<file path="src/verilog/mrre_pkg.sv">
// Constants and types for the ModBus RTU reply and error logic
package mrre_pkg;

  localparam logic [7:0]  SLAVE_ADDR    = 8'h00;
  localparam logic [7:0]  FUNC_READ_COIL  = 8'h01;
  localparam logic [7:0]  FUNC_READ_REGS  = 8'h03;
  localparam logic [7:0]  FUNC_WRITE_COIL = 8'h05;
  localparam logic [7:0]  FUNC_WRITE_REG  = 8'h06;
  localparam logic [7:0]  EXC_FLAG      = 8'h80;

  localparam logic [7:0]  ERR_NONE      = 8'h00;
  localparam logic [7:0]  ERR_FUNC      = 8'h01;
  localparam logic [7:0]  ERR_ADDR      = 8'h02;
  localparam logic [7:0]  ERR_DATA      = 8'h03;
  localparam logic [7:0]  ERR_EXEC      = 8'h04;
  localparam logic [7:0]  ERR_CRC       = 8'h05;
  localparam logic [7:0]  ERR_DENIED    = 8'h07;
  localparam logic [7:0]  ERR_LOCAL     = 8'h17;

  localparam logic [15:0] CRC_INIT      = 16'hFFFF;
  localparam logic [15:0] CRC_POLY      = 16'hA001;
  localparam logic [15:0] COIL_ON       = 16'hFF00;
  localparam logic [15:0] COIL_OFF      = 16'h0000;
  localparam logic [7:0]  COIL_BYTES    = 8'h02;
  localparam logic [15:0] MAX_READ_REGS = 16'h007D;

  localparam logic [7:0]  REQ_LEN       = 8'h08;
  localparam logic [7:0]  MIN_LEN       = 8'h04;
  localparam logic [7:0]  BUF_DEPTH     = 8'h08;
  localparam logic [7:0]  EXC_LEN       = 8'h05;
  localparam logic [7:0]  COIL_LEN      = 8'h07;
  localparam logic [7:0]  READ_BASE_LEN = 8'h05;
  localparam logic [7:0]  FIRST_DATA    = 8'h03;

  // Idle gap of 3.5 characters of 11 bits at 9600 baud
  localparam int          CLK_PERIOD_NS = 20;
  localparam int          GAP_TIME_NS   = 4010417;
  localparam int          GAP_CYCLES    = (GAP_TIME_NS + CLK_PERIOD_NS - 1) / CLK_PERIOD_NS;
  localparam int          GAP_W         = 24;

  typedef enum logic [2:0] {
    ST_RECV  = 3'b001,
    ST_CHECK = 3'b010,
    ST_SEND  = 3'b100
  } mrre_state_t;

endpackage
</file>
<file path="src/verilog/mrre_core.sv">
// ModBus RTU slave reply builder, request checker and checksum engine
// Behaviour
// - Read coil reply: addr, 0x01, 2, word, CRC
// - Register read: count twice regs, high byte first
// - Exception: addr, function plus 0x80, code, CRC
// - CRC from all ones, shift right, 0xA001
// - Checksum last, low byte before high byte
// - Bad or swapped checksum gives code 0x05
// - Unsupported or wrong function gives code 0x01
// - Undefined register address gives code 0x02
// - Wrong data length gives code 0x03
// - Value above register maximum gives code 0x03
// - Command not executable now gives code 0x04
// - Wrong access direction or forbidden gives 0x07
// - Register write without own remote control gives 0x07
// - Remote entry held elsewhere gives 0x07
// - Writes under local lockout give 0x17
// - Rejected request changes nothing, sends exception
// - Coil read via register read is rejected
// - Exception codes carry protocol faults only
// - Successful single writes are echoed with CRC
// - Coil word 0x0000 false, 0xFF00 true
`timescale 1ns/1ns
module mrre_core
  import mrre_pkg::*;
#(
  parameter int GAP_CYCLES_P = GAP_CYCLES
) (
  input  wire logic        ref_clk,
  input  wire logic        reset_n,
  input  wire logic        clkEn,
  input  wire logic        rxValid,
  input  wire logic [7:0]  rxByte,
  output logic             txValid,
  output logic [7:0]       txByte,
  input  wire logic        txReady,
  output logic [15:0]      regAddr,
  input  wire logic [15:0] regRdData,
  input  wire logic        regDefined,
  input  wire logic        regIsCoil,
  input  wire logic        regReadable,
  input  wire logic        regWritable,
  input  wire logic        regForbidden,
  input  wire logic [15:0] regMax,
  input  wire logic        remoteHere,
  input  wire logic        remoteOther,
  input  wire logic        localLockout,
  input  wire logic        execRefused,
  output logic             wrStrobe,
  output logic             coilStrobe,
  output logic [15:0]      wrAddr,
  output logic [15:0]      wrData
);

  mrre_state_t      state_q;
  logic [7:0]       frameBuf_q [0:7];
  logic [7:0]       rxCnt_q;
  logic [15:0]      crcRx_q;
  logic [15:0]      crcTx_q;
  logic [GAP_W-1:0] gapCnt_q;
  logic             gapHit;
  logic [7:0]       txIdx_q;
  logic [7:0]       txLen_q;
  logic [7:0]       txLen_d;
  logic             isExc_q;
  logic [7:0]       errCode_q;
  logic [7:0]       errCode_d;
  logic             dropFrame;
  logic             txByte_q;
  logic [7:0]       txData_q;
  logic [7:0]       nextByte;
  logic             loadByte;
  logic [7:0]       dataIdx;
  logic [7:0]       functionCodeByte;
  logic [15:0]      startReg;
  logic [15:0]      dataWord;
  logic             isRead;
  logic             isWrite;
  logic             wrStrobe_q;
  logic             coilStrobe_q;

  // Checksum step for one byte
  function automatic logic [15:0] crcStep(input logic [15:0] crcIn, input logic [7:0] data);
    logic [15:0] c;
    c = crcIn ^ {8'h00, data};
    for (int i = 0; i < 8; i++) begin
      c = c[0] ? ((c >> 1) ^ CRC_POLY) : (c >> 1);
    end
    return c;
  endfunction

  assign functionCodeByte = frameBuf_q[1];
  assign startReg         = {frameBuf_q[2], frameBuf_q[3]};
  assign dataWord         = {frameBuf_q[4], frameBuf_q[5]};
  assign isRead  = (functionCodeByte == FUNC_READ_COIL) || (functionCodeByte == FUNC_READ_REGS);
  assign isWrite = (functionCodeByte == FUNC_WRITE_COIL) || (functionCodeByte == FUNC_WRITE_REG);
  assign dataIdx = (txIdx_q >= FIRST_DATA) ? (txIdx_q - FIRST_DATA) : 8'h00;
  assign regAddr = startReg + {8'h00, 1'b0, dataIdx[7:1]};
  assign wrAddr  = startReg;
  assign wrData  = dataWord;
  assign txValid = txByte_q;
  assign txByte  = txData_q;
  assign wrStrobe   = wrStrobe_q;
  assign coilStrobe = coilStrobe_q;
  assign gapHit = (rxCnt_q != 8'h00) && (gapCnt_q == GAP_W'(GAP_CYCLES_P - 1));
  assign dropFrame = (rxCnt_q < MIN_LEN) || (frameBuf_q[0] != SLAVE_ADDR);

  // Request checking in priority order
  always_comb begin
    errCode_d = ERR_NONE;
    if (crcRx_q != 16'h0000) begin
      errCode_d = ERR_CRC;
    end else if (rxCnt_q != REQ_LEN) begin
      errCode_d = ERR_DATA;
    end else if (!isRead && !isWrite) begin
      errCode_d = ERR_FUNC;
    end else if (!regDefined) begin
      errCode_d = ERR_ADDR;
    end else if (regIsCoil != ((functionCodeByte == FUNC_READ_COIL) ||
                               (functionCodeByte == FUNC_WRITE_COIL))) begin
      errCode_d = ERR_FUNC;
    end else if (regForbidden || (isRead && !regReadable) || (isWrite && !regWritable)) begin
      errCode_d = ERR_DENIED;
    end else if (isWrite && localLockout) begin
      errCode_d = ERR_LOCAL;
    end else if ((functionCodeByte == FUNC_READ_COIL) && (dataWord != 16'h0001)) begin
      errCode_d = ERR_DATA;
    end else if ((functionCodeByte == FUNC_READ_REGS) &&
                 ((dataWord == 16'h0000) || (dataWord > MAX_READ_REGS))) begin
      errCode_d = ERR_DATA;
    end else if ((functionCodeByte == FUNC_WRITE_COIL) &&
                 (dataWord != COIL_ON) && (dataWord != COIL_OFF)) begin
      errCode_d = ERR_DATA;
    end else if ((functionCodeByte == FUNC_WRITE_COIL) && (dataWord == COIL_ON) &&
                 remoteOther) begin
      errCode_d = ERR_DENIED;
    end else if ((functionCodeByte == FUNC_WRITE_REG) && (!remoteHere || remoteOther)) begin
      errCode_d = ERR_DENIED;
    end else if ((functionCodeByte == FUNC_WRITE_REG) && (dataWord > regMax)) begin
      errCode_d = ERR_DATA;
    end else if (execRefused) begin
      errCode_d = ERR_EXEC;
    end
  end

  // Reply length
  always_comb begin
    if (errCode_d != ERR_NONE) begin
      txLen_d = EXC_LEN;
    end else if (functionCodeByte == FUNC_READ_COIL) begin
      txLen_d = COIL_LEN;
    end else if (functionCodeByte == FUNC_READ_REGS) begin
      txLen_d = READ_BASE_LEN + {frameBuf_q[5][6:0], 1'b0};
    end else begin
      txLen_d = REQ_LEN;
    end
  end

  // Reply byte at the current index
  always_comb begin
    nextByte = frameBuf_q[0];
    if (txIdx_q == txLen_q - 8'h02) begin
      nextByte = crcTx_q[7:0];
    end else if (txIdx_q == txLen_q - 8'h01) begin
      nextByte = crcTx_q[15:8];
    end else if (txIdx_q == 8'h01) begin
      nextByte = isExc_q ? (functionCodeByte | EXC_FLAG) : functionCodeByte;
    end else if (txIdx_q == 8'h02) begin
      if (isExc_q) begin
        nextByte = errCode_q;
      end else if (functionCodeByte == FUNC_READ_COIL) begin
        nextByte = COIL_BYTES;
      end else if (functionCodeByte == FUNC_READ_REGS) begin
        nextByte = {frameBuf_q[5][6:0], 1'b0};
      end else begin
        nextByte = frameBuf_q[2];
      end
    end else if (txIdx_q != 8'h00) begin
      if (isRead) begin
        nextByte = dataIdx[0] ? regRdData[7:0] : regRdData[15:8];
      end else begin
        nextByte = frameBuf_q[txIdx_q[2:0]];
      end
    end
  end

  assign loadByte = (state_q == ST_SEND) && (!txByte_q || txReady);

  // Sequencing
  always_ff @(posedge ref_clk or negedge reset_n) begin
    if (!reset_n) begin
      state_q <= ST_RECV;
    end else if (clkEn) begin
      case (state_q)
        ST_RECV: begin
          if (gapHit && !rxValid) begin
            state_q <= ST_CHECK;
          end
        end
        ST_CHECK: begin
          state_q <= dropFrame ? ST_RECV : ST_SEND;
        end
        ST_SEND: begin
          if (loadByte && (txIdx_q == txLen_q)) begin
            state_q <= ST_RECV;
          end
        end
        default: begin
          state_q <= ST_RECV;
        end
      endcase
    end
  end

  // Receive buffer, gap counter and checksum
  always_ff @(posedge ref_clk or negedge reset_n) begin
    if (!reset_n) begin
      rxCnt_q  <= 8'h00;
      crcRx_q  <= CRC_INIT;
      gapCnt_q <= '0;
      for (int i = 0; i < 8; i++) begin
        frameBuf_q[i] <= 8'h00;
      end
    end else if (clkEn) begin
      if (state_q == ST_CHECK) begin
        rxCnt_q <= 8'h00;
        crcRx_q <= CRC_INIT;
      end else if ((state_q == ST_RECV) && rxValid) begin
        gapCnt_q <= '0;
        if (rxCnt_q != 8'hFF) begin
          rxCnt_q <= rxCnt_q + 8'h01;
        end
        if (rxCnt_q < BUF_DEPTH) begin
          frameBuf_q[rxCnt_q[2:0]] <= rxByte;
        end
        crcRx_q <= crcStep(crcRx_q, rxByte);
      end else if ((state_q == ST_RECV) && (rxCnt_q != 8'h00) && !gapHit) begin
        gapCnt_q <= gapCnt_q + GAP_W'(1);
      end else begin
        gapCnt_q <= '0;
      end
    end
  end

  // Verdict and side effects
  always_ff @(posedge ref_clk or negedge reset_n) begin
    if (!reset_n) begin
      isExc_q      <= 1'b0;
      errCode_q    <= ERR_NONE;
      txLen_q      <= 8'h00;
      wrStrobe_q   <= 1'b0;
      coilStrobe_q <= 1'b0;
    end else if (clkEn) begin
      wrStrobe_q   <= 1'b0;
      coilStrobe_q <= 1'b0;
      if ((state_q == ST_CHECK) && !dropFrame) begin
        isExc_q   <= (errCode_d != ERR_NONE);
        errCode_q <= errCode_d;
        txLen_q   <= txLen_d;
        wrStrobe_q   <= (errCode_d == ERR_NONE) && (functionCodeByte == FUNC_WRITE_REG);
        coilStrobe_q <= (errCode_d == ERR_NONE) && (functionCodeByte == FUNC_WRITE_COIL);
      end
    end
  end

  // Transmit stream and reply checksum
  always_ff @(posedge ref_clk or negedge reset_n) begin
    if (!reset_n) begin
      txIdx_q  <= 8'h00;
      txByte_q <= 1'b0;
      txData_q <= 8'h00;
      crcTx_q  <= CRC_INIT;
    end else if (clkEn) begin
      if (state_q == ST_CHECK) begin
        txIdx_q <= 8'h00;
        crcTx_q <= CRC_INIT;
      end else if (loadByte) begin
        if (txIdx_q == txLen_q) begin
          txByte_q <= 1'b0;
        end else begin
          txByte_q <= 1'b1;
          txData_q <= nextByte;
          txIdx_q  <= txIdx_q + 8'h01;
          if (txIdx_q < txLen_q - 8'h02) begin
            crcTx_q <= crcStep(crcTx_q, nextByte);
          end
        end
      end
    end
  end
endmodule

</file>
<file path="config.mk">
export PLATFORM = sky130hd
export DESIGN_NAME = mrre_core
export DESIGN_NICKNAME = d
export VERILOG_FILES = /design/src/verilog/mrre_pkg.sv /design/src/verilog/mrre_core.sv
export SDC_FILE = /design/constraint.sdc
export NUM_CORES = 1
export LEC_CHECK = 0
export ABC_CLOCK_PERIOD_IN_PS = 4100
export BUFFER_PORTS_ARGS = -buffer_cell sky130_fd_sc_hd__buf_2
export CORE_MARGIN = 2
export CORE_UTILIZATION = 55
export DETAILED_ROUTE_END_ITERATION = 10
export PLACE_DENSITY = 0.84
export RECOVER_POWER = 50
export SLEW_MARGIN = 20
export SYNTH_ARGS = -nofsm -noshare
export SYNTH_HDL_FRONTEND = slang
export SYNTH_SLANG_ARGS = --single-unit
export TNS_END_PERCENT = 10
</file>
<file path="constraint.sdc">
create_clock -name ref_clk -period 4.1 [get_ports ref_clk]
set_input_delay 0.615 -clock ref_clk [delete_from_list [all_inputs] [get_ports ref_clk]]
set_output_delay 0.615 -clock ref_clk [all_outputs]
set_load 0.03 [all_outputs]
</file>
* Word-level counts from Yosys, hierarchy flattened
Cells that the tools add are included.
** Storage, ports and cells
- Bits in registers :: 167
- Input bits :: 54
- Output and inout bits :: 59
- Logic and storage cells :: 217
** Cells by class
- $add $sub $neg :: 8
- $lt $le $gt $ge :: 9
- Equality and inequality tests :: 22
- Mux-type cells :: 72
- Bitwise operators :: 22
- Reductions and logical operators :: 63
** Operators by type and width (number)
- $mux 16 :: 22
- $mux 8 :: 32
- $bwmux 64 :: 1
- $mux 24 :: 2
- $not 2->3 :: 16
- $reduce_bool 16->1 :: 2
- $reduce_bool 8->1 :: 4
- $xor 16x8->16 :: 2
- $mux 3 :: 9
- $add 24x1->24 const B :: 1
- $bmux 8 s3 :: 1
- $demux 8 s3 :: 1
- $eq 24x18->1 const B :: 1
- $eq 8x8->1 :: 3
- $logic_and 1x1->1 :: 23
- $add 16x7->16 :: 1
- $add 8x1->8 const B :: 2
- $eq 16x16->1 const B :: 1
- $eq 8x1->1 const B :: 2
- $eq 8x2->1 const B :: 2
- $eq 8x3->1 const B :: 2
- $gt 16x16->1 :: 1
- $gt 16x7->1 const B :: 1
- $logic_not 16->1 :: 1
- other kinds (30) :: 63

* Longest topological paths before layout
- Word-level depth :: 31
- Depth in mapped cells :: 17
- Depth with buffers taken out :: 17

* Least setup slack after synthesis
Ideal clock, no wire load.
- Path type :: reg-to-output
- Start :: register txIdx_q[2]
- End :: output port regAddr[13]
- Arrival time :: 3.435 ns
- Slack :: 0.050 ns
- Stages on the path, launching flop included :: 17
- Buffers on the path :: 2
- Cells stage by stage :: dfrtp_1 > buf_4 > buf_2 > nor4_1 > nand2_1 > nand2_1 > inv_1 > ha_1 > a21o_1 > a21oi_1 > o21ai_0 > a21oi_1 > o21ai_0 > a21oi_1 > nor3b_1 > nand3_1 > xnor2_1
** Between the ends
- Longest elaborated chain between the ends :: 3
- Elaborated cells between the ends (all ways) :: 4
- Those cells by class :: 2 x add/sub; 1 x order compare; 1 x mux
** RTL lines
- from (decl) :: RTL line mrre_core.sv:62 : logic [7:0] txIdx_q;
- from (signal assigned) :: RTL line mrre_core.sv:283 : txIdx_q <= txIdx_q + 8'h01;
- $sub 8x2->8 / $ge 8x2->1 (equally long branches) :: RTL line mrre_core.sv:97 : assign dataIdx = (txIdx_q >= FIRST_DATA) ? (txIdx_q - FIRST_DATA) : 8'h00;
- $mux 8 (*) :: RTL line mrre_core.sv:97
- $add 16x7->16 (*) :: RTL line mrre_core.sv:98 : assign regAddr = startReg + {8'h00, 1'b0, dataIdx[7:1]};
- to (decl) :: RTL line mrre_core.sv:37 : output logic [15:0] regAddr,
Mark *: on every way between the ends. The rest lies on a longest branch, timed or not.

* Worst setup path after layout
- Start :: register txIdx_q[0]
- End :: output port regAddr[15]
Same word-level chain as after synthesis.

==> results.yml <==
cells_and_area:
  syn_to_final_growth_pct: 14.74
  layout.cells.non_filler: 1524
  design_area_sq_um: 12510
  drive_gt1_share_pct: 28.62
  fin_nets: 1343
  post-route-util_pct: 64.26
logic_synthesis:
  postSynthAreaPerCell_sq_um: 9.553
  yosys.area.top_type: "dfrtp_1"
  syn_area_sq_um: 10900
  ys_seq_elements: 163
  synth-seq-area-share_pct: 37.80
  yosysWarningCount: 0
  ys_async_sr_fraction_pct: 100.0
  synth.most_common_cell: "dfrtp_1"
  synth_top_cell_area_share_pct: 29.84
  synth-edff-count: 0
  yosys-top-cells-area: "dfrtp_1 30%, dfstp_2 8.0%, mux2_2 6.9%, ha_1 4.9%, xnor2_1 4.5%"
  synth_common_cells: "130 x dfrtp_1, 108 x nand2_1, 88 x nor2_1"
  synthCells: 1141
  yosys_most_used_dff: "dfrtp_1"
  syn_nets: 1239
  ys_types: 85
detailed_routing:
  drc: 0
  postRouteAntennaNets: 0
  firstDrtPassIters: 5
  drt_iter0_markers: 859
  via_per_inst: 6.151
  vias: 9374
  post_drt_wl_per_cell_microns: 20.01
  routed_wl_microns: 30500
worst_setup_path:
  end_kind: "output port"
  worstPathRequired_ns: 3.48
  worstSetupPathType: "reg -> out"
  start_kind: "flop"
  arrival_ns: 3.43
  worstPathMaxFanout: 5
clocking:
  hold_buffers: 0
  clock_path_buffers: 2
  cts_made_buffers: 17
  cts_root_buf: "clkbuf_16"
  cts_sinks: 163
  htreeDepth: 4
  clkTransAtPathRegs_ns: 0.07
  clock_latency_ns: 0.44
  cts_tree: "yes"
sta:
  period_needed_ns: 4.048
  max_clock_freq_mhz: 247.0
  tns_ns: 0
  fin_skew_ns: 0.01297
  worst_pin_slew_ns: 2.004
  hold_viol_final: 0
  period_share_pct: 98.74
  slew_viol_final: 82
  maxSlewHeadroom_pct: -33.60
  finalSetupViolations: 0
  rsz0062_at_grt: "true"
placed_design:
  dpl_cell_area_sq_um: 11650
  io_buffer_count: 112
  gp_congestion: 0.9604
  placed_cells: 1475
  dpl.hpwl_microns: 21680
floorplan:
  die_area_sq_um: 20960
  boundaryPins: 113
  die_h_microns: 144.8
  die_w_microns: 144.8
  start_util_pct: 56.01
  coreArea_sq_um: 19460
  rows: 51
hold_path:
  hp-class: "reg -> reg"
power:
  p_leak_nw: 5.774
  fin_total_pwr_mw: 7.342
  vdd_ir_drop_max_mv: 0.5074
  p_per_area_nw_per_um2: 587.0
grt:
  first_global_vias: 9001
  antenna_found_initial: 1
  grt.overflow.total: 0
  grt_pass1_wl_microns: 47370
  grt_usage_pct: 29.31
  grt_max_degree: 84
status:
  violations: "capacitance limit, slew limit"
  status: "complete, but fails checks"
flow_run:
  max_cap_violations: 1
## cells by family (layout without fill, tap and decap cells)
| group | after synthesis | count (layout) | share of synthesized area (%) |
|---|---|---|---|
| xor gates and xnor gates | 103 | 103 | 8.735 |
| buffers and inverters | 137 | 254 | 6.290 |
| adders and majority gates | 44 | 44 | 5.119 |
| other | 0 | 1 | 0 |
| muxes | 97 | 97 | 11.70 |
| AOI/OAI and AO/OA | 209 | 209 | 12.51 |
| DFF | 163 | 163 | 37.80 |
| and+or+nand+nor | 388 | 388 | 17.85 |
## area by class of cell
cell class	instances	area (sq um)
inverters	52	201.4
multi-input cells	841	6256
clock inverters	15	142.6
flip-flops and latches	163	4124
fillers	1497	6955
clock buffers	17	425.4
well taps	265	331.6
repair buffers	170	1023
diodes	1	2.502
## path summary, 6_finish.rpt
path / end / depth (start not counted) / slack [ns] / start
max: regAddr[15] / 14 / 0.05 / txIdx_q[0]$_DFFE_PN0P_
min: txByte[0]$_DFFE_PN0P_ / 1 / 0.48 / txByte[0]$_DFFE_PN0P_
max reg2reg: crcTx_q[0]$_DFFE_PN1P_ / 13 / 0.09 / txIdx_q[2]$_DFFE_PN0P_
min reg2reg: txByte[0]$_DFFE_PN0P_ / 1 / 0.48 / txByte[0]$_DFFE_PN0P_
max in group asynchronous: wrAddr[10]$_DFFE_PN0P_ / 2 / 1.20 / reset_n
min in group asynchronous: gapCnt_q[16]$_DFFE_PN0P_ / 1 / 0.74 / reset_n
## worst max-delay path, stage by stage, from the launching register on
cell	delay [ns]
dfrtp_2	0.45
ha_4	0.20
buf_4	0.14
nor3_2	0.29
o21ai_0	0.15
ha_1	0.32
inv_1	0.07
o21ai_1	0.16
a21oi_2	0.10
o21ai_2	0.15
a21oi_2	0.09
nor3b_2	0.31
nand3_1	0.16
xnor2_1	0.21
buf_4	0.19
## layer usage
layer  track usage (%)  part of all wire, %
met5                 0                    0
met4             13.49                  4.0
met3             4.837                  6.8
met2             47.34                   48
met1             38.83                   41
## stage by stage
stage | setup WS [ns] | hold WS [ns]
2_1_floorplan | 0.04951 | 0.3194
3_3_place_gp | 0.1698 | 0.4570
3_5_place_dp | 0.06712 | 0.4643
4_1_cts | -0.004692 | 0.2614
5_1_grt | -0.07867 | 0.5217
6_report | 0.05186 | 0.4760
## state kept, by name (all words and copies together) (netlist names), 3 cells and up
register / cells
frameBuf_q: 24
gapCnt_q: 24
crcRx_q: 16
crcTx_q: 16
wrAddr: 16
wrData: 16
functionCodeByte: 8
rxCnt_q: 8
txByte: 8
txIdx_q: 8
txLen_q: 8
errCode_q: 4
state_q: 3
## report_power, final
group | switching (mW) | internal, mW
sequential | 0.590 | 2.05
combinational | 1.76 | 1.40
clock | 0.743 | 0.804
total | 3.09 | 4.25
## cell usage in the layout, fill, tap and decap left out, types with 43 or more instances in the layout
cell type  instances
a21oi_1           51
buf_2             88
mux2_2            67
o21ai_0           47
xor2_1            43
dfrtp_1          127
nand2_1          102
inv_1             47
buf_4             58
nor2_1            87
xnor2_1           55
## timing repair
action                                  CTS  global route
endpoints found under the hold margin     0             0
pin swaps                                 4            23
endpoints found under the setup margin    8            10
resized for setup                        17            43
cloned                                    0             1
buffers inserted                          4            11
Power figures use the tool's default switching activity.
